===== src/psp_defines.vh =====
// Constants for the strobed parallel port block
// Notes on behaviour
// [RULE1] Control 0x80: basic mode, every port output
// [RULE2] Control 0x90: basic mode, first port input
// [RULE3] Strobed mode: two groups, 8+3 lines each
// [RULE4] Strobed data paced by group handshake lines
// [RULE5] First strobed input: lines 7,6 set/reset only
// [RULE6] Bits 7,2,1 set: second port strobed input
// [RULE7] Both strobed: second group has no spares
// [RULE8] Status bit 5: first input latch full
// [RULE9] Status bit 4: first enable, via line 4
// [RULE10] Status bit 3: first request, enable gated
// [RULE11] Status bit 2: second enable, via line 2
// [RULE12] Status bit 1: second input latch full
// [RULE13] Status bit 0: second request, second enable
// [RULE14] Strobe levels never appear in status word
// [RULE15] Status words at offsets 02,06,0A,0E
// [RULE16] Control 0xB0: strobed mode, first port input
// [RULE17] Control 0x09 sets line 4: first enable
// [RULE18] Host polls request and full before reading
// [RULE19] First strobed output: lines 4,5 stay spare
// [RULE20] Status layout differs for output and input
// [RULE21] Basic mode: outputs latched, inputs pass through
// [RULE22] Bit 7 set defines mode, clear sets bits
// [RULE23] Strobe low latches data; read clears full
`ifndef PSP_DEFINES_VH
`define PSP_DEFINES_VH
// ==========================================
// Structure
`define PSP_DATA_W 8
`define PSP_FIFO_DEPTH 16
`define PSP_FIFO_AW 4
`define PSP_PINS_W 96
// ==========================================
// Register offsets within a unit, then each unit's status word address
`define PSP_REG_FIRST 2'h0
`define PSP_REG_SECOND 2'h1
`define PSP_REG_CONFIG 2'h3
`define PSP_STATUS_UNIT_A 4'h2
`define PSP_STATUS_UNIT_B 4'h6
`define PSP_STATUS_UNIT_C 4'hA
`define PSP_STATUS_UNIT_D 4'hE
// ==========================================
// Control word fields
`define PSP_CW_RESET 8'h9B
`define PSP_CW_DEFINE 7
`define PSP_CW_AMODE 6:5
`define PSP_CW_ADIR 4
`define PSP_CW_CUDIR 3
`define PSP_CW_BMODE 2
`define PSP_CW_BDIR 1
`define PSP_CW_CLDIR 0
`define PSP_SR_LINE 3:1
`define PSP_SR_VAL 0
// ==========================================
// Handshake line positions
`define PSP_LN_A_INTR 3
`define PSP_LN_A_STB 4
`define PSP_LN_A_FULL 5
`define PSP_LN_A_ACK 6
`define PSP_LN_A_OBF 7
`define PSP_LN_B_INTR 0
`define PSP_LN_B_FULL 1
`define PSP_LN_B_STB 2
// Set/reset line codes that reach each group's enable
`define PSP_SR_A_IN_INTE 3'h4
`define PSP_SR_A_OUT_INTE 3'h6
`define PSP_SR_B_INTE 3'h2
`endif


===== src/psp_port_unit.v =====
// Strobed parallel port block: four port units and read answer FIFO
`timescale 1ns/1ps
`default_nettype none
`include "psp_defines.vh"

// ==========================================
// Read answer FIFO
module psp_fifo #(
  parameter WIDTH = `PSP_DATA_W,
  parameter DEPTH = `PSP_FIFO_DEPTH,
  parameter AW = `PSP_FIFO_AW
) (
  // Clock and reset
  input wire clk,
  input wire reset,
  // Fill side
  input wire in_valid,
  output wire in_ready,
  input wire [WIDTH-1:0] in_data,
  // Drain side
  output wire out_valid,
  input wire out_ready,
  output wire [WIDTH-1:0] out_data
);
  reg [WIDTH-1:0] mem [0:DEPTH-1];
  reg [AW-1:0] wr_ptr;
  reg [AW-1:0] rd_ptr;
  reg [AW:0] count;
  wire push;
  wire pop;

  assign in_ready = (count != DEPTH[AW:0]);
  assign out_valid = (count != {(AW+1){1'b0}});
  assign out_data = mem[rd_ptr];
  assign push = in_valid & in_ready;
  assign pop = out_valid & out_ready;

  always @(posedge clk) begin
    if (push) begin
      mem[wr_ptr] <= in_data;
    end
  end

  always @(posedge clk) begin
    if (reset) begin
      wr_ptr <= {AW{1'b0}};
      rd_ptr <= {AW{1'b0}};
      count <= {(AW+1){1'b0}};
    end else begin
      if (push) begin
        wr_ptr <= wr_ptr + 1'b1;
      end
      if (pop) begin
        rd_ptr <= rd_ptr + 1'b1;
      end
      if (push && !pop) begin
        count <= count + 1'b1;
      end else if (pop && !push) begin
        count <= count - 1'b1;
      end
    end
  end
endmodule

// ==========================================
// Four port units behind one register port
module psp_port_unit (
  // Clock and reset
  input wire clk,
  input wire reset,
  // Register access
  input wire bus_valid,
  output wire bus_ready,
  input wire bus_write,
  input wire [3:0] bus_addr,
  input wire [7:0] bus_wdata,
  // Read answers
  output wire rsp_valid,
  input wire rsp_ready,
  output wire [7:0] rsp_data,
  // Interrupt gating
  input wire global_irq_enable,
  output wire [3:0] irq_pending,
  // First data port pins, 8 per unit
  input wire [31:0] first_data_port_in,
  output wire [31:0] first_data_port_out,
  output wire [31:0] first_data_port_oe_n,
  // Second data port pins
  input wire [31:0] second_data_port_in,
  output wire [31:0] second_data_port_out,
  output wire [31:0] second_data_port_oe_n,
  // Split handshake port pins
  input wire [31:0] split_handshake_port_in,
  output wire [31:0] split_handshake_port_out,
  output wire [31:0] split_handshake_port_oe_n
);
  // ==========================================
  // Helpers
  function [3:0] status_offset;
    input [1:0] unit;
    begin
      case (unit)
        2'h0: status_offset = `PSP_STATUS_UNIT_A;
        2'h1: status_offset = `PSP_STATUS_UNIT_B;
        2'h2: status_offset = `PSP_STATUS_UNIT_C;
        default: status_offset = `PSP_STATUS_UNIT_D;
      endcase
    end
  endfunction

  // Split line whose set/reset command moves a group's enable
  function [2:0] enable_line;
    input second;
    input dir_in;
    begin
      if (second) begin
        enable_line = `PSP_SR_B_INTE;
      end else if (dir_in) begin
        enable_line = `PSP_SR_A_IN_INTE;
      end else begin
        enable_line = `PSP_SR_A_OUT_INTE;
      end
    end
  endfunction

  // Buffer line as seen on the pin: full for input, active-low full for output
  function buffer_view;
    input dir_in;
    input full;
    begin
      buffer_view = dir_in ? full : ~full;
    end
  endfunction

  // ==========================================
  // Pin synchronisers
  // Three stages; a level counts once stages two and three agree
  wire [`PSP_PINS_W-1:0] pin_raw;
  reg [`PSP_PINS_W-1:0] pin_s1;
  reg [`PSP_PINS_W-1:0] pin_s2;
  reg [`PSP_PINS_W-1:0] pin_s3;
  reg [`PSP_PINS_W-1:0] pin_f;

  assign pin_raw = {split_handshake_port_in, second_data_port_in, first_data_port_in};

  always @(posedge clk) begin
    if (reset) begin
      pin_s1 <= {`PSP_PINS_W{1'b1}};
      pin_s2 <= {`PSP_PINS_W{1'b1}};
      pin_s3 <= {`PSP_PINS_W{1'b1}};
      pin_f <= {`PSP_PINS_W{1'b1}};
    end else begin
      pin_s1 <= pin_raw;
      pin_s2 <= pin_s1;
      pin_s3 <= pin_s2;
      pin_f <= (pin_s2 & pin_s3) | (pin_f & (pin_s2 ^ pin_s3));
    end
  end

  // ==========================================
  // Bus acceptance
  // Reads are refused while the answer FIFO is full
  wire fifo_in_ready;
  wire take;
  wire [31:0] unit_rd;
  wire [7:0] rd_mux;

  assign bus_ready = bus_write | fifo_in_ready;
  assign take = bus_valid & bus_ready;
  assign rd_mux = unit_rd[{bus_addr[3:2], 3'b000} +: 8];

  psp_fifo #(
    .WIDTH(`PSP_DATA_W),
    .DEPTH(`PSP_FIFO_DEPTH),
    .AW(`PSP_FIFO_AW)
  ) u_fifo (
    .clk(clk),
    .reset(reset),
    .in_valid(bus_valid & ~bus_write),
    .in_ready(fifo_in_ready),
    .in_data(rd_mux),
    .out_valid(rsp_valid),
    .out_ready(rsp_ready),
    .out_data(rsp_data)
  );

  // ==========================================
  // Port units
  genvar u;
  genvar g;
  generate
    for (u = 0; u < 4; u = u + 1) begin : g_unit
      localparam [1:0] UID = u;
      wire [7:0] fa = pin_f[u*8 +: 8];
      wire [7:0] fb = pin_f[32 + u*8 +: 8];
      wire [7:0] fc = pin_f[64 + u*8 +: 8];
      reg [7:0] cw;
      reg [7:0] lat_c;
      reg [7:0] st;
      reg [7:0] pc_out;
      reg [7:0] pc_oe_n;
      reg [7:0] rd;
      reg [7:0] pa_q;
      reg [7:0] pa_oe_q;
      reg [7:0] pb_q;
      reg [7:0] pb_oe_q;
      reg [7:0] pc_q;
      reg [7:0] pc_oe_q;
      reg irq_q;
      wire [1:0] g_strobed;
      wire [1:0] g_dirin;
      wire [1:0] g_full;
      wire [1:0] g_inte;
      wire [1:0] g_intr;
      wire [15:0] g_dlat;
      wire cw_hit = take & bus_write & (bus_addr == {UID, `PSP_REG_CONFIG});
      wire def = cw_hit & bus_wdata[`PSP_CW_DEFINE]; // [RULE22]
      wire sr = cw_hit & ~bus_wdata[`PSP_CW_DEFINE]; // [RULE22]
      wire c_wr = take & bus_write & (bus_addr == status_offset(UID)); // [RULE15]

      // Handshake groups: index 0 pairs with the first port, 1 with the second
      for (g = 0; g < 2; g = g + 1) begin : g_grp
        // Mode two on the first group is handled as strobed mode
        wire strobed = g ? cw[`PSP_CW_BMODE] : |cw[`PSP_CW_AMODE]; // [RULE6] [RULE16]
        wire dir_in = g ? cw[`PSP_CW_BDIR] : cw[`PSP_CW_ADIR]; // [RULE2]
        wire [7:0] pin_d = g ? fb : fa;
        wire hs = g ? fc[`PSP_LN_B_STB] : (dir_in ? fc[`PSP_LN_A_STB] : fc[`PSP_LN_A_ACK]); // [RULE3]
        wire [2:0] inte_line = enable_line(g == 1, dir_in);
        wire [1:0] rid = g ? `PSP_REG_SECOND : `PSP_REG_FIRST;
        wire hit = take & (bus_addr == {UID, rid});
        wire dwr = hit & bus_write;
        wire drd = hit & ~bus_write;
        reg [7:0] dlat;
        reg full;
        reg inte;
        reg intr;
        reg hs_q;
        wire fall = strobed & hs_q & ~hs;
        wire rise = strobed & ~hs_q & hs;

        always @(posedge clk) begin
          if (reset) begin
            dlat <= 8'h00;
            full <= 1'b0;
            inte <= 1'b0;
            intr <= 1'b0;
            hs_q <= 1'b1;
          end else begin
            hs_q <= hs;
            if (def) begin
              dlat <= 8'h00;
              full <= 1'b0;
              inte <= 1'b0;
              intr <= 1'b0;
            end else begin
              if (sr && strobed && bus_wdata[`PSP_SR_LINE] == inte_line) begin
                inte <= bus_wdata[`PSP_SR_VAL]; // [RULE9] [RULE11] [RULE17]
              end
              if (dir_in) begin
                if (fall) begin
                  dlat <= pin_d; // [RULE23]
                end
                // A new strobe wins over a read in the same cycle
                full <= strobed & (fall | (full & ~drd)); // [RULE4] [RULE23]
                intr <= strobed & ((rise & full & inte) | (intr & ~drd)); // [RULE4]
              end else begin
                if (dwr) begin
                  dlat <= bus_wdata; // [RULE21]
                end
                full <= strobed & (dwr | (full & ~fall)); // [RULE4]
                intr <= strobed & ((rise & full & inte) | (intr & ~dwr));
              end
            end
          end
        end

        assign g_strobed[g] = strobed;
        assign g_dirin[g] = dir_in;
        assign g_full[g] = full;
        assign g_inte[g] = inte;
        assign g_intr[g] = intr & inte; // [RULE10] [RULE13]
        assign g_dlat[g*8 +: 8] = dlat;
      end

      // Split port: control word, bit latch and status view
      always @(posedge clk) begin
        if (reset) begin
          cw <= `PSP_CW_RESET;
          lat_c <= 8'h00;
        end else if (def) begin
          cw <= bus_wdata; // [RULE1] [RULE2] [RULE16]
          lat_c <= 8'h00;
        end else if (sr) begin
          lat_c[bus_wdata[`PSP_SR_LINE]] <= bus_wdata[`PSP_SR_VAL]; // [RULE5]
        end else if (c_wr && g_strobed == 2'b00) begin
          // Whole-word writes would upset handshake spares, so strobed mode ignores them
          lat_c <= bus_wdata; // [RULE5] [RULE21]
        end
      end

      always @* begin
        st = {cw[`PSP_CW_CUDIR] ? fc[7:4] : lat_c[7:4], cw[`PSP_CW_CLDIR] ? fc[3:0] : lat_c[3:0]}; // [RULE21]
        pc_out = lat_c;
        pc_oe_n = {{4{cw[`PSP_CW_CUDIR]}}, {4{cw[`PSP_CW_CLDIR]}}}; // [RULE19]
        if (g_strobed[0]) begin
          if (g_dirin[0]) begin
            st[`PSP_LN_A_FULL] = g_full[0]; // [RULE8]
            st[`PSP_LN_A_STB] = g_inte[0]; // [RULE9] [RULE14]
            pc_out[`PSP_LN_A_FULL] = g_full[0];
            pc_oe_n[`PSP_LN_A_FULL] = 1'b0;
            pc_oe_n[`PSP_LN_A_STB] = 1'b1;
          end else begin
            st[`PSP_LN_A_OBF] = ~g_full[0]; // [RULE20]
            st[`PSP_LN_A_ACK] = g_inte[0]; // [RULE20]
            pc_out[`PSP_LN_A_OBF] = ~g_full[0];
            pc_oe_n[`PSP_LN_A_OBF] = 1'b0;
            pc_oe_n[`PSP_LN_A_ACK] = 1'b1;
          end
          st[`PSP_LN_A_INTR] = g_intr[0]; // [RULE10]
          pc_out[`PSP_LN_A_INTR] = g_intr[0];
          pc_oe_n[`PSP_LN_A_INTR] = 1'b0;
        end
        if (g_strobed[1]) begin
          // All three low lines become handshake; line 3 stays spare unless the first group is strobed
          st[`PSP_LN_B_STB] = g_inte[1]; // [RULE7] [RULE11] [RULE14]
          st[`PSP_LN_B_FULL] = buffer_view(g_dirin[1], g_full[1]); // [RULE12] [RULE20]
          st[`PSP_LN_B_INTR] = g_intr[1]; // [RULE13]
          pc_out[`PSP_LN_B_FULL] = buffer_view(g_dirin[1], g_full[1]);
          pc_out[`PSP_LN_B_INTR] = g_intr[1];
          pc_oe_n[`PSP_LN_B_STB] = 1'b1;
          pc_oe_n[`PSP_LN_B_FULL] = 1'b0;
          pc_oe_n[`PSP_LN_B_INTR] = 1'b0;
        end
      end

      always @* begin
        case (bus_addr[1:0])
          `PSP_REG_FIRST: rd = (g_dirin[0] & ~g_strobed[0]) ? fa : g_dlat[7:0]; // [RULE21]
          `PSP_REG_SECOND: rd = (g_dirin[1] & ~g_strobed[1]) ? fb : g_dlat[15:8];
          `PSP_REG_CONFIG: rd = cw;
          default: rd = st; // [RULE15]
        endcase
      end

      // Registered pin drive; an input port is never driven
      always @(posedge clk) begin
        if (reset) begin
          pa_q <= 8'h00;
          pa_oe_q <= 8'hFF;
          pb_q <= 8'h00;
          pb_oe_q <= 8'hFF;
          pc_q <= 8'h00;
          pc_oe_q <= 8'hFF;
          irq_q <= 1'b0;
        end else begin
          pa_q <= g_dlat[7:0];
          pa_oe_q <= {8{g_dirin[0]}}; // [RULE1] [RULE2]
          pb_q <= g_dlat[15:8];
          pb_oe_q <= {8{g_dirin[1]}};
          pc_q <= pc_out;
          pc_oe_q <= pc_oe_n;
          irq_q <= global_irq_enable & (|g_intr); // [RULE10]
        end
      end

      assign unit_rd[u*8 +: 8] = rd;
      assign first_data_port_out[u*8 +: 8] = pa_q;
      assign first_data_port_oe_n[u*8 +: 8] = pa_oe_q;
      assign second_data_port_out[u*8 +: 8] = pb_q;
      assign second_data_port_oe_n[u*8 +: 8] = pb_oe_q;
      assign split_handshake_port_out[u*8 +: 8] = pc_q;
      assign split_handshake_port_oe_n[u*8 +: 8] = pc_oe_q;
      assign irq_pending[u] = irq_q;
    end
  endgenerate
endmodule
`default_nettype wire


===== config.mk =====
export PLATFORM = sky130hd
export DESIGN_NAME = psp_port_unit
export DESIGN_NICKNAME = d
export VERILOG_FILES = /design/src/psp_port_unit.v
export VERILOG_INCLUDE_DIRS = /design/src
export SDC_FILE = /design/constraint.sdc
export NUM_CORES = 1
export LEC_CHECK = 0
export ABC_AREA = 0
export ABC_CLOCK_PERIOD_IN_PS = 2800
export BUFFER_PORTS_ARGS = -buffer_cell sky130_fd_sc_hd__buf_2
export CORE_AREA = 2 2 193 338
export DETAILED_ROUTE_END_ITERATION = 8
export DIE_AREA = 0 0 195 340
export HOLD_SLACK_MARGIN = 0.08
export PLACE_DENSITY = 0.8
export REMOVE_ABC_BUFFERS = 1
export SETUP_SLACK_MARGIN = 0.02
export SLEW_MARGIN = 10
export SYNTH_ARGS = -nofsm -noshare
export SYNTH_HDL_FRONTEND = slang
export SYNTH_SLANG_ARGS = --single-unit
export TNS_END_PERCENT = 1

===== constraint.sdc =====
create_clock -name clk -period 2.8 [get_ports clk]
set_input_delay 0.14 -clock clk [delete_from_list [all_inputs] [get_ports clk]]
set_output_delay 0.14 -clock clk [all_outputs]
set_load 0.05 [all_outputs]

== Word level (Yosys, flattened, before mapping) ==
Memory sizes are Yosys's and may differ from the RTL's. A register that Yosys moved wholly into a read port is not among the register bits.
Cells that the tools add are included.

* $add $sub $neg: 4
* $lt $le $gt $ge: 2
* Equality and inequality tests: 31
* Shifts and indexed selects: 1
* Multiplexer cells: 148
* Bitwise operators: 272
* Reductions and logical operators: 69

{| class="wikitable"
|+ Operator list
! operator !! count
|-
| 8-bit 2-to-1 mux || 40
|-
| 96-bit AND || 2
|-
| 1-bit AND || 177
|-
| 96-bit OR || 1
|-
| 8-bit one-hot mux with 3 select lines || 4
|-
| 96-bit XOR || 1
|-
| 1-bit inverter || 58
|-
| 2-bit 2-to-1 mux || 28
|-
| 5-bit 2-to-1 mux || 10
|-
| 1-bit 2-to-1 mux || 47
|-
| 4-bit 2-to-1 mux || 10
|-
| 1-bit OR || 33
|-
| 8-bit bitwise mux || 4
|-
| 4-bit == test, second input constant || 8
|-
| 2-bit OR reduction || 16
|-
| 32-bit by 6-bit variable part select with 8-bit output || 1
|-
| 2-bit nonzero test || 13
|-
| 1-bit logical AND || 23
|-
| 4-bit by 3-bit == test with 1-bit output, second input constant || 4
|-
| 2-bit by 1-bit != test with 1-bit output, second input constant || 8
|-
| 2-bit AND reduction || 8
|-
| 3-bit == test || 4
|-
| 3-bit 2-to-1 mux || 4
|-
| 2-bit zero test || 5
|-
| 15 further kinds || 18
|}

* Flip-flop bits (word level): 697
* Memory bits (writable): 128
* Output and inout bits: 206
* Word-level logic and storage cells: 615
* Memories: 1

{| class="wikitable"
|+ Memories
! name !! depth !! width !! rd ports !! clocked after memory_dff !! write ports !! line !! text
|-
| u_fifo.mem || 16 || 8 || 1 || 1 || 1 || psp_port_unit.v:25 || <nowiki>reg [WIDTH-1:0] mem [0:DEPTH-1];</nowiki>
|}

== Logic depth before layout (Yosys ltp) ==
* Depth in word-level cells: 10
* Gate-level depth with buffers: 14

== By module ==
Synthesis repeated with hierarchy kept, for this count alone.

* Cells, all modules: 2815
* Area total of the unflattened synthesis: 31929.4 µm²

{| class="wikitable"
|+ By module, submodules not included
! module !! instances !! cells each !! area an instance (µm²) !! sequential area each (µm²)
|-
| psp_port_unit || 1 || 2506 || 26170.1 || 13613.1
|-
| psp_fifo || 1 || 309 || 5759.3 || 4184.0
|}

== Worst setup path before layout ==
Ideal clock, no wire load.

* Path kind: reg-to-reg
* From: reg u_fifo.count[0]
* To: reg u_fifo.count[4]
* Setup time: 0.070 ns
* Arrival time: 3.014 ns
* Required time: 2.730 ns
* Path slack: -0.284 ns
* Stages on the path, launching flop included: 14
* Buffers on the path: 1
* Clock period less this slack: 3.084 ns
* Cell sequence: dfxtp_1 nor4_2 nand2b_1 and2_1 clkbuf_1 inv_1 ha_1 inv_1 fa_1 a21o_1 a21oi_1 xnor2_1 or3_1 a21oi_1

* Word-level cells in the longest chain between the ends: 5
* Elaborated cells between the ends (all ways): 13
* Classes of those cells: add/sub (2); eq/ne (1); mux (2); bitwise (2); reduce/logical (6)

{| class="wikitable"
|+ Ends and longest elaborated chain
! what !! line !! text
|-
| from (decl) || psp_port_unit.v:28 || <nowiki>reg [AW:0] count;</nowiki>
|-
| from (signal assigned) || psp_port_unit.v:48 || <nowiki>count <= {(AW+1){1'b0}};</nowiki>
|-
| from (signal assigned) || psp_port_unit.v:57 || <nowiki>count <= count + 1'b1;</nowiki>
|-
| from (signal assigned) || psp_port_unit.v:59 || <nowiki>count <= count - 1'b1;</nowiki>
|-
| 5-bit nonzero test (*) || psp_port_unit.v:33 || <nowiki>assign out_valid = (count != {(AW+1){1'b0}});</nowiki>
|-
| net rsp_valid || psp_port_unit.v:78 || <nowiki>output wire rsp_valid,</nowiki>
|-
| 1-bit AND (*) || psp_port_unit.v:36 || <nowiki>assign pop = out_valid & out_ready;</nowiki>
|-
| 1-bit zero test || psp_port_unit.v:56 || <nowiki>if (push && !pop) begin</nowiki>
|-
| 1-bit logical AND || psp_port_unit.v:56 ||
|-
| 5-bit 2-to-1 mux / 2-bit nonzero test (equally long branches) || -- ||
|}

The timed path passes the listed nets; every way through them passes the cells marked *. The select of a mux whose other input is x is not followed.
A chain may end at the register's enable or synchronous reset.

==> qor.yml <==
logic_synthesis:
  synthTopCellsByArea: "dfxtp_1, edfxtp_1, or2_2"
  synth_area_sq_um: 31500
  synth_warnings: 0
  synth_edf_count: 128
  synth_top_area_frac: 0.442
  yosysTopAreaCell: "dfxtp_1"
  ys_seq_elements: 825
  synth_flop_cell: "dfxtp_1"
  seq_area_frac_synth: 0.564
  syn_avg_cell_area_sq_um: 11.2
  syn_inst: 2808
  synthArstFlopShare: 0
  synth_cell_types: 81
power_and_ir_drop:
  ir_worst_vdd_mv: 0.558
  seqPwrFrac: 0.497
  p_total_uw: 25300
  p_int_uw: 19300
  p_per_area_nw_per_um2: 675
  swShare: 0.239
  leakage_uw: 0.0154
  combPwrFrac: 0.101
  pwr-share-clk: 0.402
  switchingPower_uw: 6040
floorplan:
  ioPinCount: 320
  num_rows: 123
  fp.dieH_microns: 340
  coreArea_sq_um: 63700
  dieArea_sq_um: 66300
  start_util: 0.495
  die_w_microns: 195
detailed_routing:
  avgViaCountPerCell: 5.57
  drtPass1Iterations: 5
  wl_met1_mm: 33.3
  vias: 22600
  drt_iter0_drc: 1558
  met3_length_mm: 5.52
  wl_per_cell_microns: 22.2
  wirelength_mm: 90.0
  highest_layer: "met5"
  antenna_left: 0
  wl_met2_mm: 44.6
  drc_errors: 0
finish:
  syn2layout_area_growth_pct: 18.9
  n_antenna_cell: 0
  finalNetCount: 3413
  final_cells: 4059
  drive_gt1_frac: 0.292
critical_path:
  path_common_cell: "mux4_2"
  max_stage_delay_ps: 570
  cp-start-kind: "flip-flop"
  worstSetupEndpointType: "primary output"
  regToRegSetupSlack_ps: 190
  crit_path_top_delay_cell: "mux4_2"
  reg2reg_from: "u_fifo.count[0]"
  criticalPathCategory: "flip-flop to primary output"
  crit_fanout: 32
  crit_chain: "buf_12, mux4_2, mux4_2, buf_2"
  ff2ff_path_depth: 12
  r2r-end: "u_fifo.count[4]"
  crit_arrival_ps: 2510
  cp_data_required_time_ps: 2660
timing:
  grt_setup_unrepaired: "false"
  hold_viol_final: 0
  finClkSkew_ps: 26.4
  worstMarginPinSlew_ps: 751
  finalCriticalPeriod_ps: 2650
  slew_headroom: 0.494
  slew_viol_final: 0
  max_freq_mhz: 378
  setup_violations: 0
  period_share: 0.946
clocking:
  clockBufferDepth: 3
  htree_levels: 3
  root_buffer: "clkbuf_16"
  path_clk_slew_ps: 60
  clk_latency_ps: 630
  post_cts_buffers: 0
  numCtsBuffers: 73
  cts_tree: "built"
  cts_sinks: 825
placement:
  dp_cells: 3825
  gp_congestion: 1.03
  io_buffer_count: 319
  hpwl_mm: 62.2
global_route:
  grt_pass1_vias: 22500
  grtUsageTotal: 0.268
  antenna_found_initial: 5
  grt_overflow_total: 0
  grt_start_max_net_pins: 153
  grt_pass1_wl_mm: 135
hold_path:
  hp-start: "bus_wdata[6]"
  hold_end: "g_unit[2].cw[6]"
  hold_path.class: "input port to flip-flop"
  whs_path_depth: 3
job:
  maxCapViolCount: 0
status:
  status: "finished clean"
==> critical path: cells and delay by family, from the launching register on <==
kind                   cells  cell delay [ps]
multiplexers               2             1040
flip-flops                 1              340
buffers and inverters      2              470
==> per-stage QoR <==
stage	hold slack (ps)	TNS, ps	util	area (sq um)	setup WS [ps]
floorplan	209	-47070	-	30300	-452
global placement	323	0	0.534	34000	101
detailed placement	324	0	0.534	34000	114
CTS	84.2	0	0.588	37500	95.3
global route	103	0	0.589	37500	59.9
finish	128	0	0.589	37500	152
==> per-layer routing <==
metal / track usage / vias up
li1: - / 10600
met1: 0.302 / 10800
met2: 0.466 / 922
met3: 0.0452 / 290
met4: 0.180 / 10
met5: 0 / -
==> power groups by stage <==
stage | Clock [uW] | Combinational, uW | Sequential (uW)
detailed placement | 0 | 2400 | 12800
global placement | 0 | 2360 | 12800
global route | 10800 | 2750 | 12600
finish | 10200 | 2560 | 12600
CTS | 10300 | 2540 | 12600
floorplan | 0 | 1360 | 12900
==> sequential cells by signal, indices dropped and copies added, names as in the netlist, named ones only <==
name               flops
g_unit.g_grp.hs_q      8
u_fifo.mem           128
pin_s2                96
g_unit.irq_q           4
pin_f                 96
g_unit.g_grp.inte      8
g_unit.pc_q           32
pin_s3                96
g_unit.pb_oe_q         4
g_unit.g_grp.full      8
u_fifo.rd_ptr          4
g_unit.g_grp.dlat     64
u_fifo.wr_ptr          4
g_unit.lat_c          32
g_unit.pa_oe_q         4
g_unit.cw             32
g_unit.pc_oe_q        28
g_unit.pa_q           32
g_unit.g_grp.intr      8
g_unit.pb_q           32
pin_s1                96
u_fifo.count           5
==> repair_timing <==
action | CTS | global route
setup endpoints to repair | 0 | 17
hold endpoints to repair | 126 | 0
hold buffers | 105 | 0
gates resized for setup | 0 | 3
==> Yosys cell counts, types with 4 or more instances <==
library cell,count
a21oi_1,98
or2_1,4
o211ai_1,24
nor3b_1,5
dfxtp_1,697
buf_4,66
o22a_1,5
ha_1,105
a211oi_1,99
clkbuf_1,125
mux2_2,10
a211o_1,99
or3_1,11
o221ai_1,6
nand3_1,34
mux4_2,40
o21a_1,6
xor2_1,10
mux2i_1,171
a21o_1,10
o21ai_1,17
and2_1,6
o21ai_0,49
nand2b_1,21
a31oi_1,7
o22ai_1,18
a311oi_1,7
nor3_1,16
nor2_1,194
nand4_1,12
nand3b_1,5
xnor2_1,8
a22oi_1,8
buf_1,11
nor2b_1,88
or2_2,303
edfxtp_1,128
a22o_1,6
a32oi_1,4
inv_1,17
nor4_1,5
buf_2,45
nand2_1,144
==> cell type report <==
| type | instances | area (sq um) |
|---|---|---|
| fillers | 5209 | 26200 |
| clock buffers | 99 | 2070 |
| flip-flops and latches | 825 | 17800 |
| well taps | 812 | 1020 |
| inverters | 20 | 75.1 |
| clock inverters | 30 | 347 |
| multi-input cells | 1714 | 12400 |
| repair buffers | 559 | 3770 |
==> cells in the final DEF, fill, tap and decap left out, drive strengths merged, types with 11 or more instances in the layout <==
cell,netlist,layout
a211o,99,99
a211oi,99,99
a21oi,99,99
buf,124,454
clkbuf,125,99
clkinv,1,17
dfxtp,697,697
dlygate4sd3,0,105
edfxtp,128,128
ha,105,105
inv,19,23
mux2,12,12
mux2i,174,174
mux4,40,40
nand2,145,145
nand2b,21,21
nand3,35,35
nand4,13,13
nor2,199,199
nor2b,88,88
nor3,16,16
o211ai,24,24
o21ai,69,69
o22ai,18,18
or2,308,308
or3,11,11
==> how the worst max path moves through the flow <==
stage                               start               end  slack (ps)  cells past startpoint
final                           flip-flop       rsp_data[4]         150                      4
after CTS                       flip-flop       rsp_data[4]         100                      4
after detailed placement  u_fifo.count[0]   u_fifo.count[4]         110                     12
after global placement    u_fifo.count[0]   u_fifo.count[4]         100                     12
after global routing            flip-flop       rsp_data[4]          60                      4
after floorplan           g_unit[0].cw[4]  u_fifo.mem[0][2]        -450                      6
==> cells by family after synthesis <==
family,synth area share
AND/OR/NAND/NOR,0.147
flip-flops,0.564
AO/OA/AOI/OAI,0.110
buffers and inverters,0.0421
multiplexers,0.0893
adder cells (fa/ha/maj),0.0423
XOR/XNOR,0.00500
No activity file was read; power rests on OpenSTA's default activity.
